<file path="config.mk">
export PLATFORM = sky130hd
export DESIGN_NAME = pkse_core
export DESIGN_NICKNAME = d
export VERILOG_FILES = /design/src/hdl/pkse_pkg.sv /design/src/hdl/pkse_core.sv /design/src/hdl/pkse_debounce.sv /design/src/hdl/pkse_timer.sv
export SDC_FILE = /design/constraint.sdc
export NUM_CORES = 1
export LEC_CHECK = 0
export BUFFER_PORTS_ARGS = -buffer_cell sky130_fd_sc_hd__clkbuf_2
export CORE_AREA = 2 2 280 282
export DETAILED_ROUTE_END_ITERATION = 12
export DIE_AREA = 0 0 282 284
export REMOVE_ABC_BUFFERS = 1
export SLEW_MARGIN = 40
export SYNTH_ARGS = -nofsm -noshare
export SYNTH_HDL_FRONTEND = slang
export SYNTH_SLANG_ARGS = --single-unit
</file>
<file path="constraint.sdc">
create_clock -name clock -period 8.4 [get_ports clock]
set_clock_uncertainty 0.1 [all_clocks]
set_input_delay 1.68 -clock clock [delete_from_list [all_inputs] [get_ports clock]]
set_output_delay 1.68 -clock clock [all_outputs]
set_load 0.01 [all_outputs]
</file>
<file path="src/hdl/pkse_pkg.sv">
package pkse_pkg;
	// timing
	localparam int CLK_HZ = 20_000_000;
	localparam int IDLE_MS = 2000;
	localparam int COMBO_MS = 2000;
	localparam int MODE_MS = 1000;
	localparam int DEB_MS = 5;
	localparam int IDLE_CYC = CLK_HZ / 1000 * IDLE_MS;
	localparam int COMBO_CYC = CLK_HZ / 1000 * COMBO_MS;
	localparam int MODE_CYC = CLK_HZ / 1000 * MODE_MS;
	localparam int DEB_CYC = CLK_HZ / 1000 * DEB_MS;
	// register map, byte addresses
	localparam logic [5:0] OFS_CTRL = 6'h00;
	localparam logic [5:0] OFS_STAT = 6'h04;
	localparam logic [5:0] OFS_MV = 6'h08;
	localparam logic [5:0] OFS_SET = 6'h20;
	// control fields
	localparam int C_STYLE = 0;
	localparam int C_ACT = 1;
	localparam int C_TIER = 3;
	localparam int C_DILOCK = 5;
	localparam int C_ATGO = 6;
	localparam logic [5:0] CTRL_RST = 6'h08;
	// items
	localparam int NITEM = 8;
	localparam logic [2:0] IT_PVSP = 3'h0;
	localparam logic [2:0] IT_MV = 3'h1;
	localparam logic [2:0] IT_RUN = 3'h2;
	localparam logic [2:0] IT_AM = 3'h3;
	localparam int NKEY = 7;
	typedef enum logic [1:0] {
		ST_BROWSE = 2'b00, ST_HOLD = 2'b01, ST_LOCK = 2'b11, ST_EDIT = 2'b10
	} pkse_state_t;
	typedef enum logic [1:0] {
		PG_OPER = 2'h0, PG_PARAM = 2'h1, PG_BANK = 2'h2, PG_USER = 2'h3
	} pkse_page_t;
	typedef enum logic [1:0] {
		ACT_OFF = 2'h0, ACT_AM = 2'h1, ACT_RUN = 2'h2, ACT_RSP = 2'h3
	} pkse_act_t;
	typedef struct packed {
		logic disp;
		logic para;
		logic mode;
		logic enter;
		logic left;
		logic down;
		logic up;
	} pkse_keys_t;
	typedef struct packed {
		pkse_page_t page;
		logic [2:0] item;
		logic [15:0] value;
		logic editing;
		logic flash_all;
		logic [1:0] digit;
		logic run_flash;
	} pkse_disp_t;
	typedef struct packed {
		logic run;
		logic manual;
		logic remote;
		logic autotune;
	} pkse_mode_t;
endpackage

</file>
<file path="src/hdl/pkse_core.sv">
`timescale 1ns/10ps
`default_nettype none
// Functional notes
// - entry style setting: enter or timed
// - bank setup always uses enter style
// - edit flashes first digit or whole text
// - enter starts edit, enter again commits
// - timed style: left/down/up starts edit
// - timed style commits after 2 s idle
// - up/down change value, left moves digit
// - locked items never start edit
// - parameter key discards edit, next item
// - display/mode discard, back to operation
// - display on operation discards, next item
// - manual output edit keeps flashing, drives output
// - parameter+left steps back, 2 s ignored
// - display+left steps operation items back
// - mode held 1 s performs selected action
// - run label flashes, hold switches to run
// - disabled or invalid action does nothing
// - mode off operation returns, needs re-press
// - tier only hides items
// - run and ready states kept
// - auto/manual, local/remote, autotune states
module pkse_core import pkse_pkg::*; #(
	parameter int IDLE_CYCLES = IDLE_CYC,
	parameter int COMBO_CYCLES = COMBO_CYC,
	parameter int MODE_CYCLES = MODE_CYC,
	parameter int DEB_CYCLES = DEB_CYC,
	parameter bit HAS_REMOTE = 1'b1
) (
	// system
	input wire logic clock,
	input wire logic reset_n,
	// front panel and plant
	input wire pkse_keys_t keys_raw,
	input wire logic [15:0] process_value,
	input wire logic digital_input,
	input wire logic autotune_done,
	// avalon-mm slave
	input wire logic [5:0] address,
	input wire logic read,
	input wire logic write,
	input wire logic [31:0] writedata,
	input wire logic [3:0] byteenable,
	output logic [31:0] readdata,
	output logic waitrequest,
	// display and modes
	output pkse_disp_t disp,
	output pkse_mode_t mode_state,
	output logic [15:0] manipulated_output
);
	pkse_keys_t k, kp, press, rel;
	pkse_state_t state, next_state;
	pkse_page_t page, next_page;
	logic [2:0] item, next_item, item_max;
	logic [15:0] edit_val, next_val, cur_val;
	logic [1:0] digit, next_digit;
	logic run_flash, next_flash, commit, fire, used, next_used;
	logic change, idle_done, combo_done, mode_done;
	logic timed, ed_ok, act_ok, mv_edit, bus_wr, at_go;
	logic [5:0] ctrl;
	logic [15:0] settings [NITEM];
	pkse_act_t act;

	function automatic logic [15:0] step_of(input logic [1:0] d);
		case (d)
			2'h0: step_of = 16'h0001;
			2'h1: step_of = 16'h000a;
			2'h2: step_of = 16'h0064;
			default: step_of = 16'h03e8;
		endcase
	endfunction

	function automatic logic is_text(input logic [2:0] it);
		is_text = (it == IT_RUN) || (it == IT_AM);
	endfunction

	// keys are filtered before any timing
	pkse_debounce #(.N(NKEY), .CYC(DEB_CYCLES)) u_deb (
		.clock(clock),
		.reset_n(reset_n),
		.raw(keys_raw),
		.clean(k)
	);

	always_ff @(posedge clock or negedge reset_n) begin
		if (!reset_n) kp <= '0;
		else kp <= k;
	end
	assign press = k & ~kp;
	assign rel = kp & ~k;
	assign change = (k != kp);

	// every key change restarts all three timers
	pkse_timer #(.CYC(IDLE_CYCLES)) u_idle (
		.clock(clock),
		.reset_n(reset_n),
		.run(state == ST_EDIT),
		.clear(change),
		.done(idle_done)
	);
	pkse_timer #(.CYC(COMBO_CYCLES)) u_combo (
		.clock(clock),
		.reset_n(reset_n),
		.run(k.para && k.left),
		.clear(change),
		.done(combo_done)
	);
	pkse_timer #(.CYC(MODE_CYCLES)) u_mode (
		.clock(clock),
		.reset_n(reset_n),
		.run(k.mode),
		.clear(change),
		.done(mode_done)
	);

	// decode of settings and current item
	assign act = pkse_act_t'(ctrl[C_ACT+:2]);
	assign timed = ctrl[C_STYLE] && (page == PG_OPER || page == PG_USER);
	assign mv_edit = state == ST_EDIT && page == PG_OPER && item == IT_MV;
	// tier hides items only; hidden settings stay in force
	assign item_max = (ctrl[C_TIER+:2] == 2'h0) ? 3'h3 :
		(ctrl[C_TIER+:2] == 2'h1) ? 3'h5 : 3'h7;
	assign ed_ok = !(page == PG_OPER && item == IT_PVSP) &&
		!(item == IT_RUN && ctrl[C_DILOCK]) &&
		!(page == PG_OPER && item == IT_MV && !mode_state.manual);
	assign act_ok = (act == ACT_RUN && !ctrl[C_DILOCK]) ||
		(act == ACT_AM && !mode_state.autotune) ||
		(act == ACT_RSP && HAS_REMOTE);
	always_comb begin
		case (item)
			IT_RUN: cur_val = {15'h0, mode_state.run};
			IT_AM: cur_val = {15'h0, mode_state.manual};
			default: cur_val = settings[item];
		endcase
	end

	// key interpreter
	always_comb begin
		next_state = state;
		next_page = page;
		next_item = item;
		next_val = edit_val;
		next_digit = digit;
		next_flash = run_flash;
		next_used = used;
		commit = 1'b0;
		fire = 1'b0;
		if (!k.para && !k.disp) next_used = 1'b0;
		case (state)
			ST_BROWSE: begin
				if (press.mode) begin
					if (page != PG_OPER) begin
						next_page = PG_OPER;
						next_item = IT_PVSP;
						next_state = ST_LOCK;
					end else begin
						next_state = ST_HOLD;
						next_flash = act == ACT_RUN && act_ok &&
							!mode_state.run && item == IT_PVSP;
					end
				end else if (press.left && k.disp && page == PG_OPER) begin
					next_used = 1'b1;
					next_item = (item == 3'h0) ? item_max : 3'(item - 3'h1);
				end else if (press.left && k.para) begin
					next_used = 1'b1;
				end else if (rel.left && k.para && !combo_done &&
					page != PG_OPER) begin
					next_item = (item == 3'h0) ? item_max : 3'(item - 3'h1);
				end else if (rel.para && !used) begin
					if (page == PG_OPER) begin
						next_page = PG_PARAM;
						next_item = 3'h0;
					end else if (item >= item_max) begin
						next_page = (page == PG_USER) ? PG_PARAM :
							pkse_page_t'(2'(page + 2'h1));
						next_item = 3'h0;
					end else begin
						next_item = 3'(item + 3'h1);
					end
				end else if (rel.disp && !used) begin
					if (page != PG_OPER) begin
						next_page = PG_OPER;
						next_item = 3'h0;
					end else begin
						next_item = (item >= item_max) ? 3'h0 : 3'(item + 3'h1);
					end
				end else if (ed_ok && ((!timed && press.enter) ||
					(timed && !k.para && !k.disp &&
					(press.left || press.down || press.up)))) begin
					next_state = ST_EDIT;
					next_val = cur_val;
					next_digit = 2'h0;
				end
			end
			ST_EDIT: begin
				if (press.mode) begin
					next_page = PG_OPER;
					next_item = IT_PVSP;
					next_state = ST_LOCK;
				end else if (press.disp) begin
					next_used = 1'b1;
					next_state = ST_BROWSE;
					if (page == PG_OPER) begin
						next_item = (item >= item_max) ? 3'h0 : 3'(item + 3'h1);
					end else begin
						next_page = PG_OPER;
						next_item = 3'h0;
					end
				end else if (press.para) begin
					next_used = 1'b1;
					next_state = ST_BROWSE;
					next_item = (item >= item_max) ? 3'h0 : 3'(item + 3'h1);
				end else if (press.enter && !timed) begin
					commit = 1'b1;
					next_state = ST_BROWSE;
				end else if (timed && idle_done) begin
					commit = 1'b1;
					// manual output edit stays live after the commit
					if (!mv_edit) next_state = ST_BROWSE;
				end else if (is_text(item) && (press.up || press.down)) begin
					next_val = {15'h0, ~edit_val[0]};
				end else if (press.up) begin
					next_val = edit_val + step_of(digit);
				end else if (press.down) begin
					next_val = edit_val - step_of(digit);
				end else if (press.left && !is_text(item)) begin
					next_digit = 2'(digit + 2'h1);
				end
			end
			ST_HOLD: begin
				if (!k.mode) begin
					next_state = ST_BROWSE;
					next_flash = 1'b0;
				end else if (mode_done) begin
					fire = act_ok;
					next_flash = 1'b0;
					next_state = ST_LOCK;
				end
			end
			ST_LOCK: begin
				if (!k.mode) next_state = ST_BROWSE;
			end
			default: next_state = ST_BROWSE;
		endcase
	end

	// interpreter state
	always_ff @(posedge clock or negedge reset_n) begin
		if (!reset_n) begin
			state <= ST_BROWSE;
			page <= PG_OPER;
			item <= 3'h0;
			edit_val <= 16'h0;
			digit <= 2'h0;
			run_flash <= 1'b0;
			used <= 1'b0;
		end else begin
			state <= next_state;
			page <= next_page;
			item <= next_item;
			edit_val <= next_val;
			digit <= next_digit;
			run_flash <= next_flash;
			used <= next_used;
		end
	end

	// operating modes; a digital input assignment overrides the panel
	always_ff @(posedge clock or negedge reset_n) begin
		if (!reset_n) begin
			mode_state <= '0;
		end else begin
			if (ctrl[C_DILOCK]) mode_state.run <= digital_input;
			else if (fire && act == ACT_RUN) mode_state.run <= 1'b1;
			else if (commit && item == IT_RUN) mode_state.run <= edit_val[0];
			if (fire && act == ACT_AM) mode_state.manual <= ~mode_state.manual;
			else if (commit && item == IT_AM)
				mode_state.manual <= edit_val[0];
			if (fire && act == ACT_RSP) mode_state.remote <= ~mode_state.remote;
			// tuning only runs in run and auto
			if (!mode_state.run || mode_state.manual || autotune_done)
				mode_state.autotune <= 1'b0;
			else if (at_go) mode_state.autotune <= 1'b1;
		end
	end

	// avalon: one wait state, answer in the second cycle of a request
	assign bus_wr = write && !waitrequest;
	assign at_go = bus_wr && address == OFS_CTRL && byteenable[0] &&
		writedata[C_ATGO];
	always_ff @(posedge clock or negedge reset_n) begin
		if (!reset_n) begin
			waitrequest <= 1'b1;
			readdata <= 32'h0;
		end else begin
			waitrequest <= !((read || write) && waitrequest);
			if ((read || write) && waitrequest) begin
				if (address == OFS_CTRL) readdata <= {26'h0, ctrl};
				else if (address == OFS_STAT)
					readdata <= {22'h0, mode_state, state == ST_EDIT, item, page};
				else if (address == OFS_MV) readdata <= {16'h0, manipulated_output};
				else if (address[5] && address[1:0] == 2'h0)
					readdata <= {16'h0, settings[address[4:2]]};
				else readdata <= 32'h0;
			end
		end
	end

	always_ff @(posedge clock or negedge reset_n) begin
		if (!reset_n) ctrl <= CTRL_RST;
		else if (bus_wr && address == OFS_CTRL && byteenable[0])
			ctrl <= writedata[5:0];
	end

	// setting store; a panel commit wins over a bus write
	always_ff @(posedge clock or negedge reset_n) begin
		if (!reset_n) begin
			for (int i = 0; i < NITEM; i++) settings[i] <= 16'h0;
		end else if (commit) begin
			settings[item] <= edit_val;
		end else if (bus_wr && address[5] && address[1:0] == 2'h0) begin
			if (byteenable[0]) settings[address[4:2]][7:0] <= writedata[7:0];
			if (byteenable[1]) settings[address[4:2]][15:8] <= writedata[15:8];
		end
	end

	// display and output drive
	always_ff @(posedge clock or negedge reset_n) begin
		if (!reset_n) begin
			disp <= '0;
			manipulated_output <= 16'h0;
		end else begin
			disp.page <= page;
			disp.item <= item;
			disp.value <= (state == ST_EDIT) ? edit_val :
				(page == PG_OPER && item == IT_PVSP) ? process_value : cur_val;
			disp.editing <= state == ST_EDIT;
			disp.flash_all <= state == ST_EDIT && is_text(item);
			disp.digit <= digit;
			disp.run_flash <= run_flash;
			manipulated_output <= mv_edit ? edit_val : settings[IT_MV];
		end
	end
endmodule
`default_nettype wire

</file>
<file path="src/hdl/pkse_debounce.sv">
`timescale 1ns/10ps
`default_nettype none
module pkse_debounce #(
	parameter int N = 7,
	parameter int CYC = 100000
) (
	// system
	input wire logic clock,
	input wire logic reset_n,
	// keys
	input wire logic [N-1:0] raw,
	output logic [N-1:0] clean
);
	// a key level is accepted only after it held steady for CYC cycles
	for (genvar i = 0; i < N; i++) begin : g_key
		logic [31:0] cnt;
		always_ff @(posedge clock or negedge reset_n) begin
			if (!reset_n) begin
				cnt <= 32'h0;
				clean[i] <= 1'b0;
			end else if (raw[i] == clean[i]) begin
				cnt <= 32'h0;
			end else if (cnt == 32'(CYC - 1)) begin
				cnt <= 32'h0;
				clean[i] <= raw[i];
			end else begin
				cnt <= cnt + 32'h1;
			end
		end
	end
endmodule
`default_nettype wire

</file>
<file path="src/hdl/pkse_timer.sv">
`timescale 1ns/10ps
`default_nettype none
module pkse_timer #(
	parameter int CYC = 4
) (
	// system
	input wire logic clock,
	input wire logic reset_n,
	// control
	input wire logic run,
	input wire logic clear,
	output logic done
);
	logic [31:0] cnt;
	// done rises CYC cycles after run with no clear; stays until dropped
	always_ff @(posedge clock or negedge reset_n) begin
		if (!reset_n) begin
			cnt <= 32'h0;
			done <= 1'b0;
		end else if (clear || !run) begin
			cnt <= 32'h0;
			done <= 1'b0;
		end else if (cnt != 32'(CYC - 1)) begin
			cnt <= cnt + 32'h1;
		end else begin
			done <= 1'b1;
		end
	end
endmodule
`default_nettype wire

</file>
==> results of run 1 <==
==> power groups by stage <==
stage	Clock [mW]	Sequential [mW]	Combinational [mW]
global route	2.99	2.81	0.387
CTS	2.88	2.80	0.351
detailed placement	0	2.85	0.349
floorplan	0	2.84	0.158
finish	2.81	2.81	0.351
global placement	0	2.85	0.345
==> how the worst max path moves through the flow <==
stage / startpoint / end
final: state[1]$_DFFE_PN0P_ / settings[67]$_DFFE_PN0P_
after global routing: state[1]$_DFFE_PN0P_ / settings[66]$_DFFE_PN0P_
after CTS: state[1]$_DFFE_PN0P_ / settings[30]$_DFFE_PN0P_
after detailed placement: address[3] / ctrl[0]$_DFFE_PN0P_
after global placement: state[1]$_DFFE_PN0P_ / settings[62]$_DFFE_PN0P_
after floorplan: state[1]$_DFFE_PN0P_ / settings[0]$_DFFE_PN0P_
==> critical path: stages, from the launching register on <==
cell      delay (ns)
dfrtp_1         0.65
nand2b_4        0.40
inv_1           0.32
buf_4           0.41
nand2_1         0.30
nor4_2          0.71
buf_4           0.36
a21o_1          0.12
nand2_1         0.40
nand2_1         0.19
o21ai_0         0.10
==> metal layers <==
metal  vias to the layer above  GRT usage [%]
met4                         2           5.51
met3                       151           4.24
met1                     11600           27.1
met5                         -              0
li1                      11100              -
met2                       812           31.8
==> area by class of cell <==
class	count	area share, %
clock buffers	97	5.79
clock inverters	20	0.477
inverters	56	0.627
multi-input cells	2342	44.4
flip-flops and latches	561	41.9
well taps	1040	3.88
repair buffers	157	2.95
==> cell families after synthesis <==
family	count (synthesis)	share of synthesized area, %
xor gates and xnor gates	284	8.36
other	1	0.0126
and+or+nand+nor	1368	21.7
buffers and inverters	225	3.21
DFF	561	47.2
AOI/OAI and AO/OA	497	11.2
adders and majority gates	52	2.21
muxes	125	6.10
==> state kept, by name, summed over array words and instances (netlist names), 3 cells and up <==
register and count:
u_deb.g_key.cnt 224, edit_val 16, ctrl 6, settings 128, u_combo.cnt 32, u_mode.cnt 32, disp 26, readdata 16
kp 7, manipulated_output 16, u_idle.cnt 32, item 3, u_deb.clean 7, mode_state 4
==> cells in the final DEF, fill, tap and decap left out, types with 55 or more instances in the layout <==
cell type,n
nor2_1,507
and3_1,66
clkbuf_16,68
nand3_1,148
nand2_1,306
clkbuf_2,114
a21oi_1,111
dfrtp_1,558
xnor2_1,107
inv_1,55
o21ai_0,140
xor2_1,177
==> impl_metrics.json, run 1 <==
{
  "synth_area_per_cell_um2": 9.56,
  "switching_power_mw": 1.45,
  "endpoint_kind": "flip-flop",
  "vias": 23700,
  "synth.most_common_cell": "dfrtp_1",
  "reg2reg_from": "state[1]$_DFFE_PN0P_",
  "place_congestion": 0.903,
  "pwr-share-clk_pct": 47.1,
  "final_cell_area_mm2": 0.0335,
  "drive_gt1_share_pct": 12.3,
  "floorplan.initialDensity_pct": 38.7,
  "clk_pin_slew_worst_paths_ns": 0.06,
  "p_leak_nw": 14.5,
  "critical_path_class": "flip-flop to flip-flop",
  "antenna_found_initial": 1,
  "max-vdd-ir-drop_mv": 0.123,
  "cts_made_buffers": 67,
  "wl_per_cell_um": 18.7,
  "drt_pre_antenna_iters": 5,
  "p_total_mw": 5.97,
  "synth_area_mm2": 0.0298,
  "period_minus_slack_ns": 4.22,
  "power_frac_seq_pct": 47.0,
  "status": "finished clean",
  "clock-sinks": 561,
  "synth-edff-count": 0,
  "ctsRootBufferMaster": "clkbuf_16",
  "finalSetupTns_ns": 0,
  "slew_violations": 0,
  "grt_pass1_vias": 22900,
  "synthFlopType": "dfrtp_1",
  "hold_path_class": "flip-flop to flip-flop",
  "grt_pass1_wl_mm": 128,
  "io_buffers": 115,
  "clock_path_buffers": 3,
  "drt_iter0_markers": 2077,
  "worst_skew_pair.late_latency_ns": 0.62,
  "crit_path_start_kind": "flip-flop",
  "min_period_over_period_pct": 50.3,
  "fillCellCount": 7454,
  "p_comb_share_pct": 5.9,
  "ioPinCount": 150,
  "internal-power_mw": 4.52,
  "reg2reg_depth": 10,
  "area_growth_pct": 12.7,
  "sw_frac_of_total_pct": 24.4,
  "netlist.top_cell.by_area": "dfrtp_1",
  "die_width_um": 282,
  "crit_required_ns": 8.75,
  "arrival_ns": 4.58,
  "setup_violations": 0,
  "synthCells": 3113,
  "synth_seq_cells": 561,
  "power_density_mw_per_mm2": 178,
  "h-tree-depth": 3,
  "fmax_ghz": 0.237,
  "whs_endpoint": "u_deb.g_key[0].cnt[0]$_DFF_PN0_",
  "grt_overflow": 0,
  "synth_common_cells": "dfrtp_1, nor2_1, nand2_1",
  "post_cts_resized": 0,
  "postCtsSetupRepairBufs": 0,
  "hold_slack_ns": 0.357,
  "layout.nets": 3308,
  "yosys_warnings": 0,
  "die_y_um": 284,
  "drv_cap": 0,
  "r2r-end": "settings[67]$_DFFE_PN0P_",
  "min_path_cells": 1,
  "highest_layer": "met5",
  "drtAntennaViolNets": 0,
  "synth_area_leaders": "dfrtp_1, nor2_1, xor2_1",
  "postCtsHoldBufs": 0,
  "async_flop_share_pct": 100,
  "place_inst": 4154,
  "dpl_cell_area_mm2": 0.0314,
  "drc_errors": 0,
  "path_max_fanout": 39,
  "regToRegSetupSlack_ns": 4.18,
  "wl_met1_mm": 34.8,
  "seq_area_mm2": 0.0140,
  "synth.top_cell.area_share_pct": 47.0,
  "hold_viol": 0,
  "relSlewSlack_pct": 38.7,
  "layout_setup_ws_ns": 4.18,
  "vias_per_cell": 5.54,
  "die_area_mm2": 0.0801,
  "grt_setup_unrepaired": "false",
  "cts_tree": "built",
  "rows": 102,
  "synth-seq-area-share_pct": 47.2,
  "synth.distinct_cells": 79,
  "core_mm2": 0.0770,
  "route.met3.wl_mm": 5.96,
  "utilization_pct": 43.6,
  "fin_cells": 4273,
  "grt_max_degree": 156,
  "hold_start": "u_deb.g_key[0].cnt[0]$_DFF_PN0_",
  "diodes": 0,
  "grt_use_total_pct": 19.8,
  "met2WireLength_mm": 37.2,
  "place_ws_ns": 3.70,
  "detailed_place_hpwl_mm": 53.4,
  "multi_input_comb_area_mm2": 0.0149,
  "worst_pin_slew_ns": 0.918,
  "wl_mm": 79.8
}
No activity file was read; power rests on OpenSTA's default activity.
==> inputs of run 2 (changes only) <==
Clock period 8.4 ns to 3.5 ns, I/O delays scaled along.
==> impl_metrics.json, run 2 (same netlist as run 1, synthesis figures left out) <==
{
  "postCtsHoldBufs": 0,
  "r2r-end": "settings[22]$_DFFE_PN0P_",
  "drt_pre_antenna_iters": 7,
  "wl_met1_mm": 35.4,
  "arrival_ns": 3.67,
  "largest_register": "u_deb.g_key.cnt",
  "drtAntennaViolNets": 0,
  "floorplan.initialDensity_pct": 38.7,
  "fmax_ghz": 0.303,
  "highest_layer": "met4",
  "cts_tree": "built",
  "slew_violations": 0,
  "switching_power_mw": 3.43,
  "antenna_found_initial": 0,
  "critPathBufInv": 1,
  "drive_gt1_share_pct": 13.4,
  "layout.cells.most_common_list": "dfrtp_1, nor2_1, nand2_1, xor2_1, nand3_1",
  "grt_overflow": 0,
  "io_buffers": 115,
  "clock_path_buffers": 3,
  "reg2reg_from": "page[1]$_DFFE_PN0P_",
  "crit_cells": 9,
  "place_congestion": 0.890,
  "layout.nets": 3357,
  "crit_path_cell_trace": "inv_1 > ha_1 > nand2b_1 > mux2i_2 > nand2b_1 > nand3_2 > or3_1 > nor2b_1 > a221o_1",
  "rows": 102,
  "grt_setup_unrepaired": "false",
  "hold_slack_ns": 0.0526,
  "diodes": 0,
  "critical_path_class": "flip-flop to flip-flop",
  "area_growth_pct": 14.3,
  "wl_per_cell_um": 18.2,
  "grt_use_total_pct": 19.6,
  "detailed_place_hpwl_mm": 55.3,
  "cp_top_family": "simple AND/OR/NAND/NOR gates",
  "die_y_um": 284,
  "sw_frac_of_total_pct": 23.4,
  "endpoint_kind": "flip-flop",
  "clk_pin_slew_worst_paths_ns": 0.06,
  "drc_errors": 0,
  "utilization_pct": 44.2,
  "drt_iter0_markers": 2067,
  "fillCellCount": 7407,
  "top_regs": "u_deb.g_key.cnt (224), settings (128)",
  "place_ws_ns": 0.230,
  "vias_per_cell": 5.44,
  "grt_pass1_vias": 22800,
  "critical-path-max-stage-delay_ns": 0.55,
  "critical-path-slowest-cell": "or3_1",
  "largest_register_ffs": 224,
  "layout_setup_ws_ns": 0.205,
  "grt_max_degree": 80,
  "crit_top_cell": "nand2b_1",
  "period_minus_slack_ns": 3.30,
  "max-vdd-ir-drop_mv": 0.346,
  "p_comb_share_pct": 5.9,
  "drv_cap": 0,
  "crit_required_ns": 3.87,
  "ctsRootBufferMaster": "clkbuf_16",
  "setup_violations": 0,
  "die_width_um": 282,
  "route.met3.wl_mm": 4.93,
  "regToRegSetupSlack_ns": 0.21,
  "ioPinCount": 150,
  "power_density_mw_per_mm2": 432,
  "worst_pin_slew_ns": 0.908,
  "hold_viol": 0,
  "h-tree-depth": 3,
  "final_common_cell": "dfrtp_1",
  "status": "finished clean",
  "p_total_mw": 14.7,
  "cts_made_buffers": 66,
  "internal-power_mw": 11.2,
  "p_leak_nw": 14.8,
  "postCtsSetupRepairBufs": 0,
  "reg2reg_depth": 9,
  "post_cts_resized": 0,
  "hold_path_class": "input port to async pin",
  "path_max_fanout": 9,
  "wl_mm": 78.5,
  "vias": 23500,
  "crit_path_start_kind": "flip-flop",
  "met2WireLength_mm": 36.1,
  "grt_pass1_wl_mm": 127,
  "clock-sinks": 561,
  "core_mm2": 0.0770,
  "relSlewSlack_pct": 39.5,
  "worst_skew_pair.late_latency_ns": 0.60,
  "min_period_over_period_pct": 94.1,
  "die_area_mm2": 0.0801,
  "pwr-share-clk_pct": 48.2,
  "power_frac_seq_pct": 45.9,
  "finalSetupTns_ns": 0
}
==> run 2: changes by cell type in the layout (fill, tap and decap cells not counted), moves of 3 or more <==
cell       delta
buf_4        +48
buf_12        +6
bufinv_16     +5
clkbuf_1      -5
clkinv_2      -4
and3_1        +3
and3_2        -3
buf_16        -3
inv_6         -3
==> run 2: stage by stage <==
stage | std cells | area [µm²]
3_5_place_dp | 4206 | 31800
3_3_place_gp | 4206 | 31800
5_1_grt | 4318 | 34000
6_report | 4318 | 34000
4_1_cts | 4318 | 34000
2_1_floorplan | 2959 | 29100
==> run 2: power by group through the flow <==
stage          clock network (mW)  logic (mW)  registers [mW]
6_report                     7.08       0.868            6.73
5_1_grt                      7.53       0.959            6.74
4_1_cts                      7.27       0.877            6.73
3_5_place_dp                    0       0.874            6.85
3_3_place_gp                    0       0.868            6.84
2_1_floorplan                   0       0.379            6.83
==> run 2: layout make-up <==
cell class | count | area, µm² | share of cell area (%)
Inverter | 56 | 210 | 0.618
Tap cell | 1040 | 1300 | 3.83
Multi-Input combinational cell | 2342 | 14900 | 43.7
Clock buffer | 94 | 1960 | 5.77
Sequential cell | 561 | 14000 | 41.3
Clock inverter | 18 | 256 | 0.754
Timing Repair Buffer | 207 | 1380 | 4.05
==> run 2: how the worst max path moves through the flow <==
stage | from | endpoint | slack (ns)
finish | page[1]$_DFFE_PN0P_ | settings[22]$_DFFE_PN0P_ | 0.21
global route | kp[0]$_DFF_PN0_ | edit_val[13]$_DFFE_PN0P_ | 0.01
CTS | page[1]$_DFFE_PN0P_ | settings[22]$_DFFE_PN0P_ | 0.21
detailed placement | page[1]$_DFFE_PN0P_ | settings[23]$_DFFE_PN0P_ | 0.23
global placement | page[1]$_DFFE_PN0P_ | settings[114]$_DFFE_PN0P_ | 0.27
floorplan | state[1]$_DFFE_PN0P_ | settings[0]$_DFFE_PN0P_ | -0.76
==> run 2: metal layers <==
layer,track usage [%],vias to the layer above
met5,0,-
met4,5.77,0
met3,3.65,127
met2,31.1,705
met1,27.3,11400
li1,-,11200
